### src/rtl/aapc_pkg.sv
// Package for the auxiliary pin control block: register address, field
// positions, reset value and enumerations.
// Assumes a 16-bit register port with an address and write/read strobes.
package aapc_pkg;

  // ----------------------------------------------------------------------
  // Register map
  // ----------------------------------------------------------------------
  localparam logic [7:0] AUX_PIN_CONFIG_ADDR = 8'h06;
  localparam logic [15:0] AUX_PIN_CONFIG_RESET = 16'h0800;
  localparam logic [15:0] AUX_PIN_CONFIG_WMASK = 16'h7fff;

  // ----------------------------------------------------------------------
  // Field positions
  // ----------------------------------------------------------------------
  localparam int RESERVED_BIT = 15;
  localparam int POWER_DOWN_SWITCH_EN = 14;
  localparam int OUT_ONLY_PINS_EN = 13;
  localparam int EXT_MUX_CTRL_EN = 12;
  localparam int SYNC_INPUT_EN = 11;
  localparam int ERR_MODE_HI = 10;
  localparam int ERR_MODE_LO = 9;
  localparam int ERROR_PIN_DATA = 8;
  localparam int OUT_ONLY_B_DATA = 7;
  localparam int OUT_ONLY_A_DATA = 6;
  localparam int BIDIR_B_INPUT_EN = 5;
  localparam int BIDIR_A_INPUT_EN = 4;
  localparam int BIDIR_B_OUTPUT_EN = 3;
  localparam int BIDIR_A_OUTPUT_EN = 2;
  localparam int BIDIR_B_DATA = 1;
  localparam int BIDIR_A_DATA = 0;

  // ----------------------------------------------------------------------
  // Error pin modes
  // ----------------------------------------------------------------------
  localparam logic [1:0] ERR_MODE_OFF = 2'h0;
  localparam logic [1:0] ERR_MODE_INPUT = 2'h1;
  localparam logic [1:0] ERR_MODE_OPEN_DRAIN = 2'h2;
  localparam logic [1:0] ERR_MODE_GP_OUT = 2'h3;

  localparam int MUX_SEL_WIDTH = 3;

endpackage : aapc_pkg

### src/rtl/aapc_pin_if.sv
// Interface carrying sampled pin levels from the synchroniser to the core.
// Assumes both ends run on the converter clock.
interface aapc_pin_if;
  logic bidir_a_level;
  logic bidir_b_level;
  logic error_level;
  logic sync_level;
  modport sync_side (output bidir_a_level, output bidir_b_level, output error_level,
    output sync_level);
  modport core_side (input bidir_a_level, input bidir_b_level, input error_level,
    input sync_level);
endinterface : aapc_pin_if

### src/rtl/aapc_top.sv
// Auxiliary pin control: configuration register and pin drivers.
// Assumes a register port from the serial interface, the converter core
// giving channel switch pulses, and a pad ring resolving output enables.

// Functional notes
// RL1 - Config register at 0x06, reset 0x0800
// RL2 - Reserved top bit written zero, reads zero
// RL3 - Power-down switch bit turns sink on
// RL4 - Output-only pins driven only when enabled; A is also driven whenever mux mode is on
// RL5 - Mux mode drives select lines per channel
// RL6 - Channel input pair still applied
// RL7 - Host reselects input pair every eight
// RL8 - Sync low holds converter and filter reset
// RL9 - Alternate sync blocks start at switch
// RL10 - Error mode 00 off, 01 input
// RL11 - Open-drain mode pulls low on error
// RL12 - Mode 11 push-pull follows data bit
// RL13 - Error data bit drives or reads pin
// RL14 - Bits 7, 6 write-only output data
// RL15 - Bit 5 enables bidir B input
// RL16 - Bits 4,3,2 input/output enables
// RL17 - Bits 1,0 bidir data, read pin level
// RL18 - Disabled pins undriven, write-only reads zero
module aapc_top (
  input wire logic i_ref_clk,
  input wire logic i_rst,
  input wire logic i_reg_wr,
  input wire logic i_reg_rd,
  input wire logic [7:0] i_reg_addr,
  input wire logic [15:0] i_reg_wdata,
  output logic [15:0] o_reg_rdata,
  output logic o_reg_rvalid,
  input wire logic i_alternate_sync_mode,
  input wire logic i_multi_channel,
  input wire logic i_channel_switch,
  input wire logic [2:0] i_channel_index,
  input wire logic i_status_error,
  input wire logic i_sync_pin,
  input wire logic i_error_pin,
  input wire logic i_bidir_a_pin,
  input wire logic i_bidir_b_pin,
  output logic o_converter_hold,
  output logic o_conversion_start_block,
  output logic o_adc_error,
  output logic o_power_down_switch_on,
  output logic o_out_only_a_pin,
  output logic o_out_only_a_pin_oe_n,
  output logic o_out_only_b_pin,
  output logic o_out_only_b_pin_oe_n,
  output logic o_bidir_a_pin,
  output logic o_bidir_a_pin_oe_n,
  output logic o_bidir_b_pin,
  output logic o_bidir_b_pin_oe_n,
  output logic o_error_pin,
  output logic o_error_pin_oe_n
);

  // ----------------------------------------------------------------------
  // State
  // ----------------------------------------------------------------------
  typedef struct packed {
    logic [15:0] cfg;
    logic [2:0] mux_sel;
    logic waiting;
    logic [15:0] rdata;
    logic rvalid;
    logic hold;
    logic block;
    logic adc_err;
    logic power_down_switch_en;
    logic oa;
    logic oa_oe_n;
    logic ob;
    logic ob_oe_n;
    logic ba;
    logic ba_oe_n;
    logic bb;
    logic bb_oe_n;
    logic ep;
    logic ep_oe_n;
  } aapc_state_t;

  aapc_state_t state_reg;
  aapc_state_t state_next;

  aapc_pin_if pin_if ();

  aapc_pin_sync u_sync (
    .i_ref_clk(i_ref_clk),
    .i_rst(i_rst),
    .i_pins({i_sync_pin, i_error_pin, i_bidir_b_pin, i_bidir_a_pin}),
    .pin_if(pin_if.sync_side)
  );

  // ----------------------------------------------------------------------
  // Read-back value
  // ----------------------------------------------------------------------
  function automatic logic [15:0] read_value(input logic [15:0] cfg, input logic ea,
                                             input logic eb, input logic ee);
    logic [15:0] v;
    v = cfg;
    v[aapc_pkg::RESERVED_BIT] = 1'b0; // RL2
    v[aapc_pkg::OUT_ONLY_B_DATA] = 1'b0; // RL18
    v[aapc_pkg::OUT_ONLY_A_DATA] = 1'b0; // RL14
    if (cfg[aapc_pkg::ERR_MODE_HI:aapc_pkg::ERR_MODE_LO] == aapc_pkg::ERR_MODE_INPUT) begin
      v[aapc_pkg::ERROR_PIN_DATA] = ee; // RL13
    end
    // Pin level is shown only while the input path is enabled
    if (cfg[aapc_pkg::BIDIR_A_INPUT_EN]) begin
      v[aapc_pkg::BIDIR_A_DATA] = ea; // RL17
    end
    if (cfg[aapc_pkg::BIDIR_B_INPUT_EN]) begin
      v[aapc_pkg::BIDIR_B_DATA] = eb; // RL15
    end
    return v;
  endfunction : read_value

  // ----------------------------------------------------------------------
  // Next state
  // ----------------------------------------------------------------------
  logic [15:0] c;
  logic [1:0] emode;
  logic mux_on;
  logic sync_on;

  always_comb begin
    state_next = state_reg;
    c = state_reg.cfg;
    if (i_reg_wr && i_reg_addr == aapc_pkg::AUX_PIN_CONFIG_ADDR) begin
      c = i_reg_wdata & aapc_pkg::AUX_PIN_CONFIG_WMASK; // RL1 RL2
    end
    state_next.cfg = c;
    emode = c[aapc_pkg::ERR_MODE_HI:aapc_pkg::ERR_MODE_LO];
    mux_on = c[aapc_pkg::EXT_MUX_CTRL_EN];
    sync_on = c[aapc_pkg::SYNC_INPUT_EN];

    state_next.rvalid = i_reg_rd;
    if (i_reg_rd && i_reg_addr == aapc_pkg::AUX_PIN_CONFIG_ADDR) begin
      state_next.rdata = read_value(state_reg.cfg, pin_if.bidir_a_level,
                                    pin_if.bidir_b_level, pin_if.error_level);
    end else if (i_reg_rd) begin
      state_next.rdata = 16'h0000;
    end

    // Selects follow the channel the core switches to; the host handles each group of eight
    if (i_channel_switch) begin
      state_next.mux_sel = i_channel_index; // RL5 RL7
    end

    // Normal sync resets at once; alternate sync only blocks the next start
    state_next.hold = sync_on && !(i_alternate_sync_mode && i_multi_channel) &&
                      !pin_if.sync_level; // RL8
    if (!(sync_on && i_alternate_sync_mode && i_multi_channel) || pin_if.sync_level) begin
      state_next.waiting = 1'b0;
    end else if (i_channel_switch) begin
      state_next.waiting = 1'b1; // RL9
    end
    state_next.block = state_next.waiting;

    state_next.adc_err = emode == aapc_pkg::ERR_MODE_INPUT && !pin_if.error_level; // RL10

    state_next.power_down_switch_en = c[aapc_pkg::POWER_DOWN_SWITCH_EN]; // RL3

    // Output-only pins; A doubles as select bit 2 in mux mode
    state_next.oa_oe_n = !(c[aapc_pkg::OUT_ONLY_PINS_EN] || mux_on); // RL4 RL18
    state_next.ob_oe_n = !c[aapc_pkg::OUT_ONLY_PINS_EN]; // RL4
    state_next.oa = mux_on ? state_next.mux_sel[2] : c[aapc_pkg::OUT_ONLY_A_DATA]; // RL14
    state_next.ob = c[aapc_pkg::OUT_ONLY_B_DATA]; // RL14

    // Bidirectional pins, taken over as select bits 0 and 1 in mux mode
    state_next.ba_oe_n = !(c[aapc_pkg::BIDIR_A_OUTPUT_EN] || mux_on); // RL16 RL18
    state_next.bb_oe_n = !(c[aapc_pkg::BIDIR_B_OUTPUT_EN] || mux_on); // RL16 RL18
    state_next.ba = mux_on ? state_next.mux_sel[0] : c[aapc_pkg::BIDIR_A_DATA]; // RL5 RL17
    state_next.bb = mux_on ? state_next.mux_sel[1] : c[aapc_pkg::BIDIR_B_DATA]; // RL5 RL17

    // Error pin: open drain only ever drives low, so several parts may share a pull-up
    case (emode)
      aapc_pkg::ERR_MODE_OPEN_DRAIN: begin
        state_next.ep = 1'b0;
        state_next.ep_oe_n = !i_status_error; // RL11
      end
      aapc_pkg::ERR_MODE_GP_OUT: begin
        state_next.ep = c[aapc_pkg::ERROR_PIN_DATA]; // RL12 RL13
        state_next.ep_oe_n = 1'b0;
      end
      default: begin
        state_next.ep = 1'b0;
        state_next.ep_oe_n = 1'b1; // RL10 RL18
      end
    endcase
  end

  // Channel pair selection stays in the core and is never overridden here
  // RL6

  always_ff @(posedge i_ref_clk or posedge i_rst) begin
    if (i_rst) begin
      state_reg <= '0;
      state_reg.cfg <= aapc_pkg::AUX_PIN_CONFIG_RESET; // RL1
      state_reg.oa_oe_n <= 1'b1;
      state_reg.ob_oe_n <= 1'b1;
      state_reg.ba_oe_n <= 1'b1;
      state_reg.bb_oe_n <= 1'b1;
      state_reg.ep_oe_n <= 1'b1;
    end else begin
      state_reg <= state_next;
    end
  end

  // ----------------------------------------------------------------------
  // Outputs
  // ----------------------------------------------------------------------
  assign o_reg_rdata = state_reg.rdata;
  assign o_reg_rvalid = state_reg.rvalid;
  assign o_converter_hold = state_reg.hold;
  assign o_conversion_start_block = state_reg.block;
  assign o_adc_error = state_reg.adc_err;
  assign o_power_down_switch_on = state_reg.power_down_switch_en;
  assign o_out_only_a_pin = state_reg.oa;
  assign o_out_only_a_pin_oe_n = state_reg.oa_oe_n;
  assign o_out_only_b_pin = state_reg.ob;
  assign o_out_only_b_pin_oe_n = state_reg.ob_oe_n;
  assign o_bidir_a_pin = state_reg.ba;
  assign o_bidir_a_pin_oe_n = state_reg.ba_oe_n;
  assign o_bidir_b_pin = state_reg.bb;
  assign o_bidir_b_pin_oe_n = state_reg.bb_oe_n;
  assign o_error_pin = state_reg.ep;
  assign o_error_pin_oe_n = state_reg.ep_oe_n;

endmodule : aapc_top

### src/rtl/aapc_pin_sync.sv
// Three-stage synchroniser for the four pin inputs.
// Assumes asynchronous pins; a level is taken once stages two and three agree.
module aapc_pin_sync (
  input wire logic i_ref_clk,
  input wire logic i_rst,
  input wire logic [3:0] i_pins,
  aapc_pin_if.sync_side pin_if
);

  typedef struct packed {
    logic [3:0] s1;
    logic [3:0] s2;
    logic [3:0] s3;
    logic [3:0] level;
  } aapc_sync_t;

  aapc_sync_t state_reg;
  aapc_sync_t state_next;

  always_comb begin
    state_next = state_reg;
    state_next.s1 = i_pins;
    state_next.s2 = state_reg.s1;
    state_next.s3 = state_reg.s2;
    for (int i = 0; i < 4; i++) begin
      // Only a stable pair of later stages updates the level, filtering one-cycle glitches
      if (state_reg.s2[i] == state_reg.s3[i]) begin
        state_next.level[i] = state_reg.s3[i];
      end
    end
  end

  // Sync and error pins reset to their idle high level: no hold and no false error at start-up
  always_ff @(posedge i_ref_clk or posedge i_rst) begin
    if (i_rst) begin
      state_reg <= '{s1: 4'hc, s2: 4'hc, s3: 4'hc, level: 4'hc};
    end else begin
      state_reg <= state_next;
    end
  end

  assign pin_if.bidir_a_level = state_reg.level[0];
  assign pin_if.bidir_b_level = state_reg.level[1];
  assign pin_if.error_level = state_reg.level[2];
  assign pin_if.sync_level = state_reg.level[3];

endmodule : aapc_pin_sync

### config.mk
export PLATFORM = sky130hd
export DESIGN_NAME = aapc_top
export DESIGN_NICKNAME = d
export VERILOG_FILES = /design/src/rtl/aapc_pkg.sv /design/src/rtl/aapc_pin_if.sv /design/src/rtl/aapc_top.sv /design/src/rtl/aapc_pin_sync.sv
export SDC_FILE = /design/constraint.sdc
export NUM_CORES = 1
export LEC_CHECK = 0
export BUFFER_PORTS_ARGS = -buffer_cell sky130_fd_sc_hd__buf_2
export CAP_MARGIN = 20
export CORE_AREA = 4 4 83 85
export DETAILED_ROUTE_END_ITERATION = 7
export DIE_AREA = 0 0 87 89
export PLACE_DENSITY = 0.67
export SYNTH_ARGS = -nofsm -noshare
export SYNTH_HDL_FRONTEND = slang
export SYNTH_SLANG_ARGS = --single-unit
### constraint.sdc
create_clock -name i_ref_clk -period 3 [get_ports i_ref_clk]
set_clock_uncertainty 0.1 [all_clocks]
set_input_delay 0.15 -clock i_ref_clk [delete_from_list [all_inputs] [get_ports i_ref_clk]]
set_output_delay 0.15 -clock i_ref_clk [all_outputs]
set_load 0.005 [all_outputs]
==> After elaboration in Yosys (flattened, before gate mapping) <==
Cells that the tools add are included.
{ "totals": {"ff_bits": 65, "input_bits": 39, "output_inout_bits": 31, "word_cells": 71} }
{ "op_classes": {"n_eq_ne": 9, "n_mux": 13, "n_reduce_logical": 23} }
{ "op_table": {"columns": ["operator", "count"], "rows": [
  ["$mux W16", 2],
  ["$mux W15", 1],
  ["$logic_not A1 Y1", 9],
  ["$eq A8 B3 Y1 const B", 1],
  ["$logic_and A1 B1 Y1", 8],
  ["$mux W1", 8],
  ["$eq A1 B1 Y1", 4],
  ["$eq A2 B1 Y1 const B", 2],
  ["$eq A2 B2 Y1 const B", 2],
  ["$logic_or A1 B1 Y1", 4],
  ["$pmux W2 S2", 1],
  ["$reduce_bool A2 Y1", 2],
  ["$mux W3", 1]
]} }

==> Longest topological paths before layout <==
{ "logic_depth": {"depth_word": 8, "ltp_mapped": 4, "ltp_nobuf": 3} }

==> Cells and area by module <==
From an unflattened synthesis, not the netlist that was laid out.
{ "unflattened": {"cells_unflattened": 180, "area_unflattened_um2": 2517.4} }
{ "by_module_without_submodules": {"columns": ["mod", "n_inst", "cells_per_inst", "area_per_inst_um2"], "rows": [
  ["aapc_top", 1, 159, 2058.2],
  ["aapc_pin_sync", 1, 21, 459.2]
]} }

==> Worst setup path after synthesis <==
OpenSTA, ideal clock, no wires.
{ "synth_timing": {"kind": "input port to flip-flop", "from": "input i_reg_addr[3]", "to": "register state_reg, in the netlist o_converter_hold", "setup_time_ns": 0.143, "arrival_time_ns": 1.243, "path_slack_ns": 1.514, "path_stages": 4, "path_buffers": 1, "path_cell_list": "or4b_1 > buf_2 > o31ai_1 > a221oi_1"} }
{ "synth_lines": {"columns": ["item", "line", "source"], "rows": [
  ["start, declared", "aapc_top.sv:29", "input wire logic [7:0] i_reg_addr,"],
  ["end signal, assigned", "aapc_top.sv:206", "state_reg <= state_next;"],
  ["end, declared", "aapc_top.sv:83", "aapc_state_t state_reg;"]
]} }

==> flow_summary.toml <==
[floorplanning]
num_rows = 29
die-area_um2 = 7740
coreArea_um2 = 6200
initial_core_util_pct = 40.3
io_pins = 70
die_y_um = 89
die_w_um = 87

[power]
switching_share_pct = 23.3
power_switching_w = 0.000383
power_frac_comb_pct = 9.1
seqPwrFrac_pct = 53.5
p_clk_share_pct = 37.4
power_w = 0.00164
p_int_w = 0.00126
powerDensity_nw_per_um2 = 517
ir_drop_mv = 0.334
p_leak_nw = 1.62

[finish]
largest_reg_flops = 18
final_util_pct = 51.2
syn2layout_area_growth_pct = 27.0
regArea_um2 = 1520
diodes = 0
num-fill-cells = 553
fin_area_um2 = 3170
drive_gt1_share_pct = 43.9
multi_input_area_um2 = 800
nNetsFinal = 298

[grt]
antenna_found_initial = 0
grt_pass1_wl_mm = 8.38
overflow = 0
grt_max_degree = 47
grt_pass1_vias = 1718
gr-usage-all-layers_pct = 14.6

[synthesis]
synthArstFlopShare_pct = 100
synth.largest_area_cell = "dfrtp_1"
synth_flop_cell = "dfrtp_1"
ys_ff_latch = 60
synth_top_area_share_pct = 46.0
syn_area_per_cell_um2 = 14.0
synth_edf_count = 0
synthesis.instances = 179
netlist_top_cells_area = "dfrtp_1 46%, dfstp_2 15%, mux2_4 11%, buf_4 4.8%, a22o_1 3.5%"
ys_types = 29
syn_area_um2 = 2500
synth_seq_area_share_pct = 60.8
yosys_warnings = 0

[worst_setup_path]
arrival_ns = 2.17
cp_slowest_cell = "or4b_1"
crit_path_end_kind = "flop"
cp_data_required_time_ns = 3.11
critPathLaunchType = "input pin"
critPathKind = "in2reg"
worstPathMaxFanout = 5
worstRegToRegCells = 3
cpPeakStageDelay_ns = 0.67
crit_chain = "buf_2 > or4b_1 > o31ai_1 > a221oi_1 > dlygate4sd3_1"

[sta]
fmax_mhz = 486
setup_viol = 0
rsz0062_at_grt = "no"
min_period_ns = 2.06
setup_tns_ns = 0
hold_viol = 0
drv_slew = 0
maxSlewHeadroom_pct = 38.4
timing.final.crit_share_pct = 68.6
worst_pin_slew_ns = 0.923

[route]
detail_route.iter0.violations = 74
wirelength_mm = 5.13
drt_pass1_iterations = 4
dr_total_vias = 1646
vias_per_cell = 4.83
route.detailed.drc = 0
avgRoutedWirePerCell_um = 15.0
ant_nets = 0

[clock_network]
post_cts_buffers = 0
clk_pin_slew_ns = 0.06
worstSkewPairLatency_ns = 0.33
cts_buffers = 9
cts_num_sinks = 60
cts_root_buf = "clkbuf_8"
cts_tree = "built"
clock_path_buffers = 2
cts.htree.levels = 3

[placed_design]
dp_hpwl_mm = 3.54
postPlaceCellArea_um2 = 2780
port_buffers = 65
gp_congestion = 0.786

[status]
status = "finished, final reports clean"

[min_path]
hold_class = "in2reg"
min_path_cells = 3

[flow_run]
maxCapViolations = 0
==> cells in the final DEF, fill, tap and decap left out, types with 3 or more instances in the layout <==
cell type and n:
a21oi_1 7, a22o_1 10, buf_2 65, clkbuf_1 4, clkbuf_8 10, conb_1 3
dfrtp_1 46, dfstp_2 14, dlygate4sd3_1 23, inv_1 6, maj3_1 4, mux2_4 18
mux2i_1 8, nand2_1 3, nand3_1 3, nand4_1 4, nor2_1 12, o2bb2ai_1 3
o31ai_1 4
==> metrics by stage <==
stage          setup WS [ns]  std cells  hold WS, ns
3_3_place_gp            1.21        302        0.156
2_1_floorplan           1.29        181       0.0545
5_1_grt                0.932        341       0.0131
3_5_place_dp            1.16        302        0.156
6_report               0.941        341       0.0191
4_1_cts                0.987        341      0.00460
==> critical path, delay by kind of cell <==
family,cells,cell delay (ns)
buffers and inverters,2,0.70
AND/OR/NAND/NOR,1,0.67
AO/OA/AOI/OAI,2,0.66
==> path summary, 6_finish.rpt <==
check,start,endpoint,slack [ns]
setup / recovery,i_reg_addr[3],o_converter_hold$_DFF_PP0_,0.94
setup reg to reg,state_reg[46]$_DFF_PP1_,o_converter_hold$_DFF_PP0_,1.28
hold reg to reg,u_sync.state_next[9]$_DFF_PP0_,u_sync.state_next[5]$_DFF_PP0_,0.25
hold / removal,i_reg_wdata[11],state_reg[46]$_DFF_PP1_,0.02
min in group asynchronous,i_rst,o_converter_hold$_DFF_PP0_,0.48
max in group asynchronous,i_rst,state_reg[32]$_DFF_PP0_,1.57
==> power groups by stage <==
stage	Clock, W	Sequential (W)	Combinational, W
after detailed placement	0	0.000892	0.000129
after global placement	0	0.000890	0.000125
after global routing	0.000678	0.000882	0.000167
final	0.000614	0.000878	0.000149
after CTS	0.000630	0.000879	0.000152
after floorplan	0	0.000885	0.0000757
==> cells in the mapped netlist, types with 2 or more instances <==
cell type   n
a21oi_1     7
a22o_1     10
buf_4      16
buf_6       2
clkbuf_1    3
dfrtp_1    46
dfstp_2    14
inv_1       7
maj3_1      4
mux2_4     18
mux2i_1     8
nand2_1     3
nand3_1     3
nand4_1     4
nor2_1     12
nor2b_1     2
nor4b_2     2
o2bb2ai_1   3
o31ai_1     4
or4b_1      2
==> cells by family (layout without fill, tap and decap cells) <==
family	Yosys count	after routing	synth area share, %
flops	60	60	60.8
simple gates	30	30	7.41
buf+inv	30	113	7.56
compound gates	28	28	8.51
mux	26	26	14.0
fa+ha+maj	4	4	1.60
other cells	1	3	0.150
==> per-layer routing <==
metal / GRT usage, % / vias up / wire (um)
met3: 4.88 / 8 / 321
met4: 6.52 / 0 / 74
li1: - / 777 / -
met1: 18.4 / 809 / 2230
met2: 22.9 / 52 / 2500
met5: 0 / - / 0
==> repair_timing <==
item,CTS,global route
hold endpoints to repair,54,0
hold buffers,23,0
resized for setup,0,0
==> area by class of cell <==
type | count | area share, %
clock buffer | 14 | 4.81
clock inverter | 2 | 0.315
inverter | 7 | 0.828
multi-input combinational | 91 | 25.2
sequential | 60 | 47.9
tap | 77 | 3.04
timing repair buffer | 90 | 18.0
Note: power is estimated with default switching activity, not from simulation.
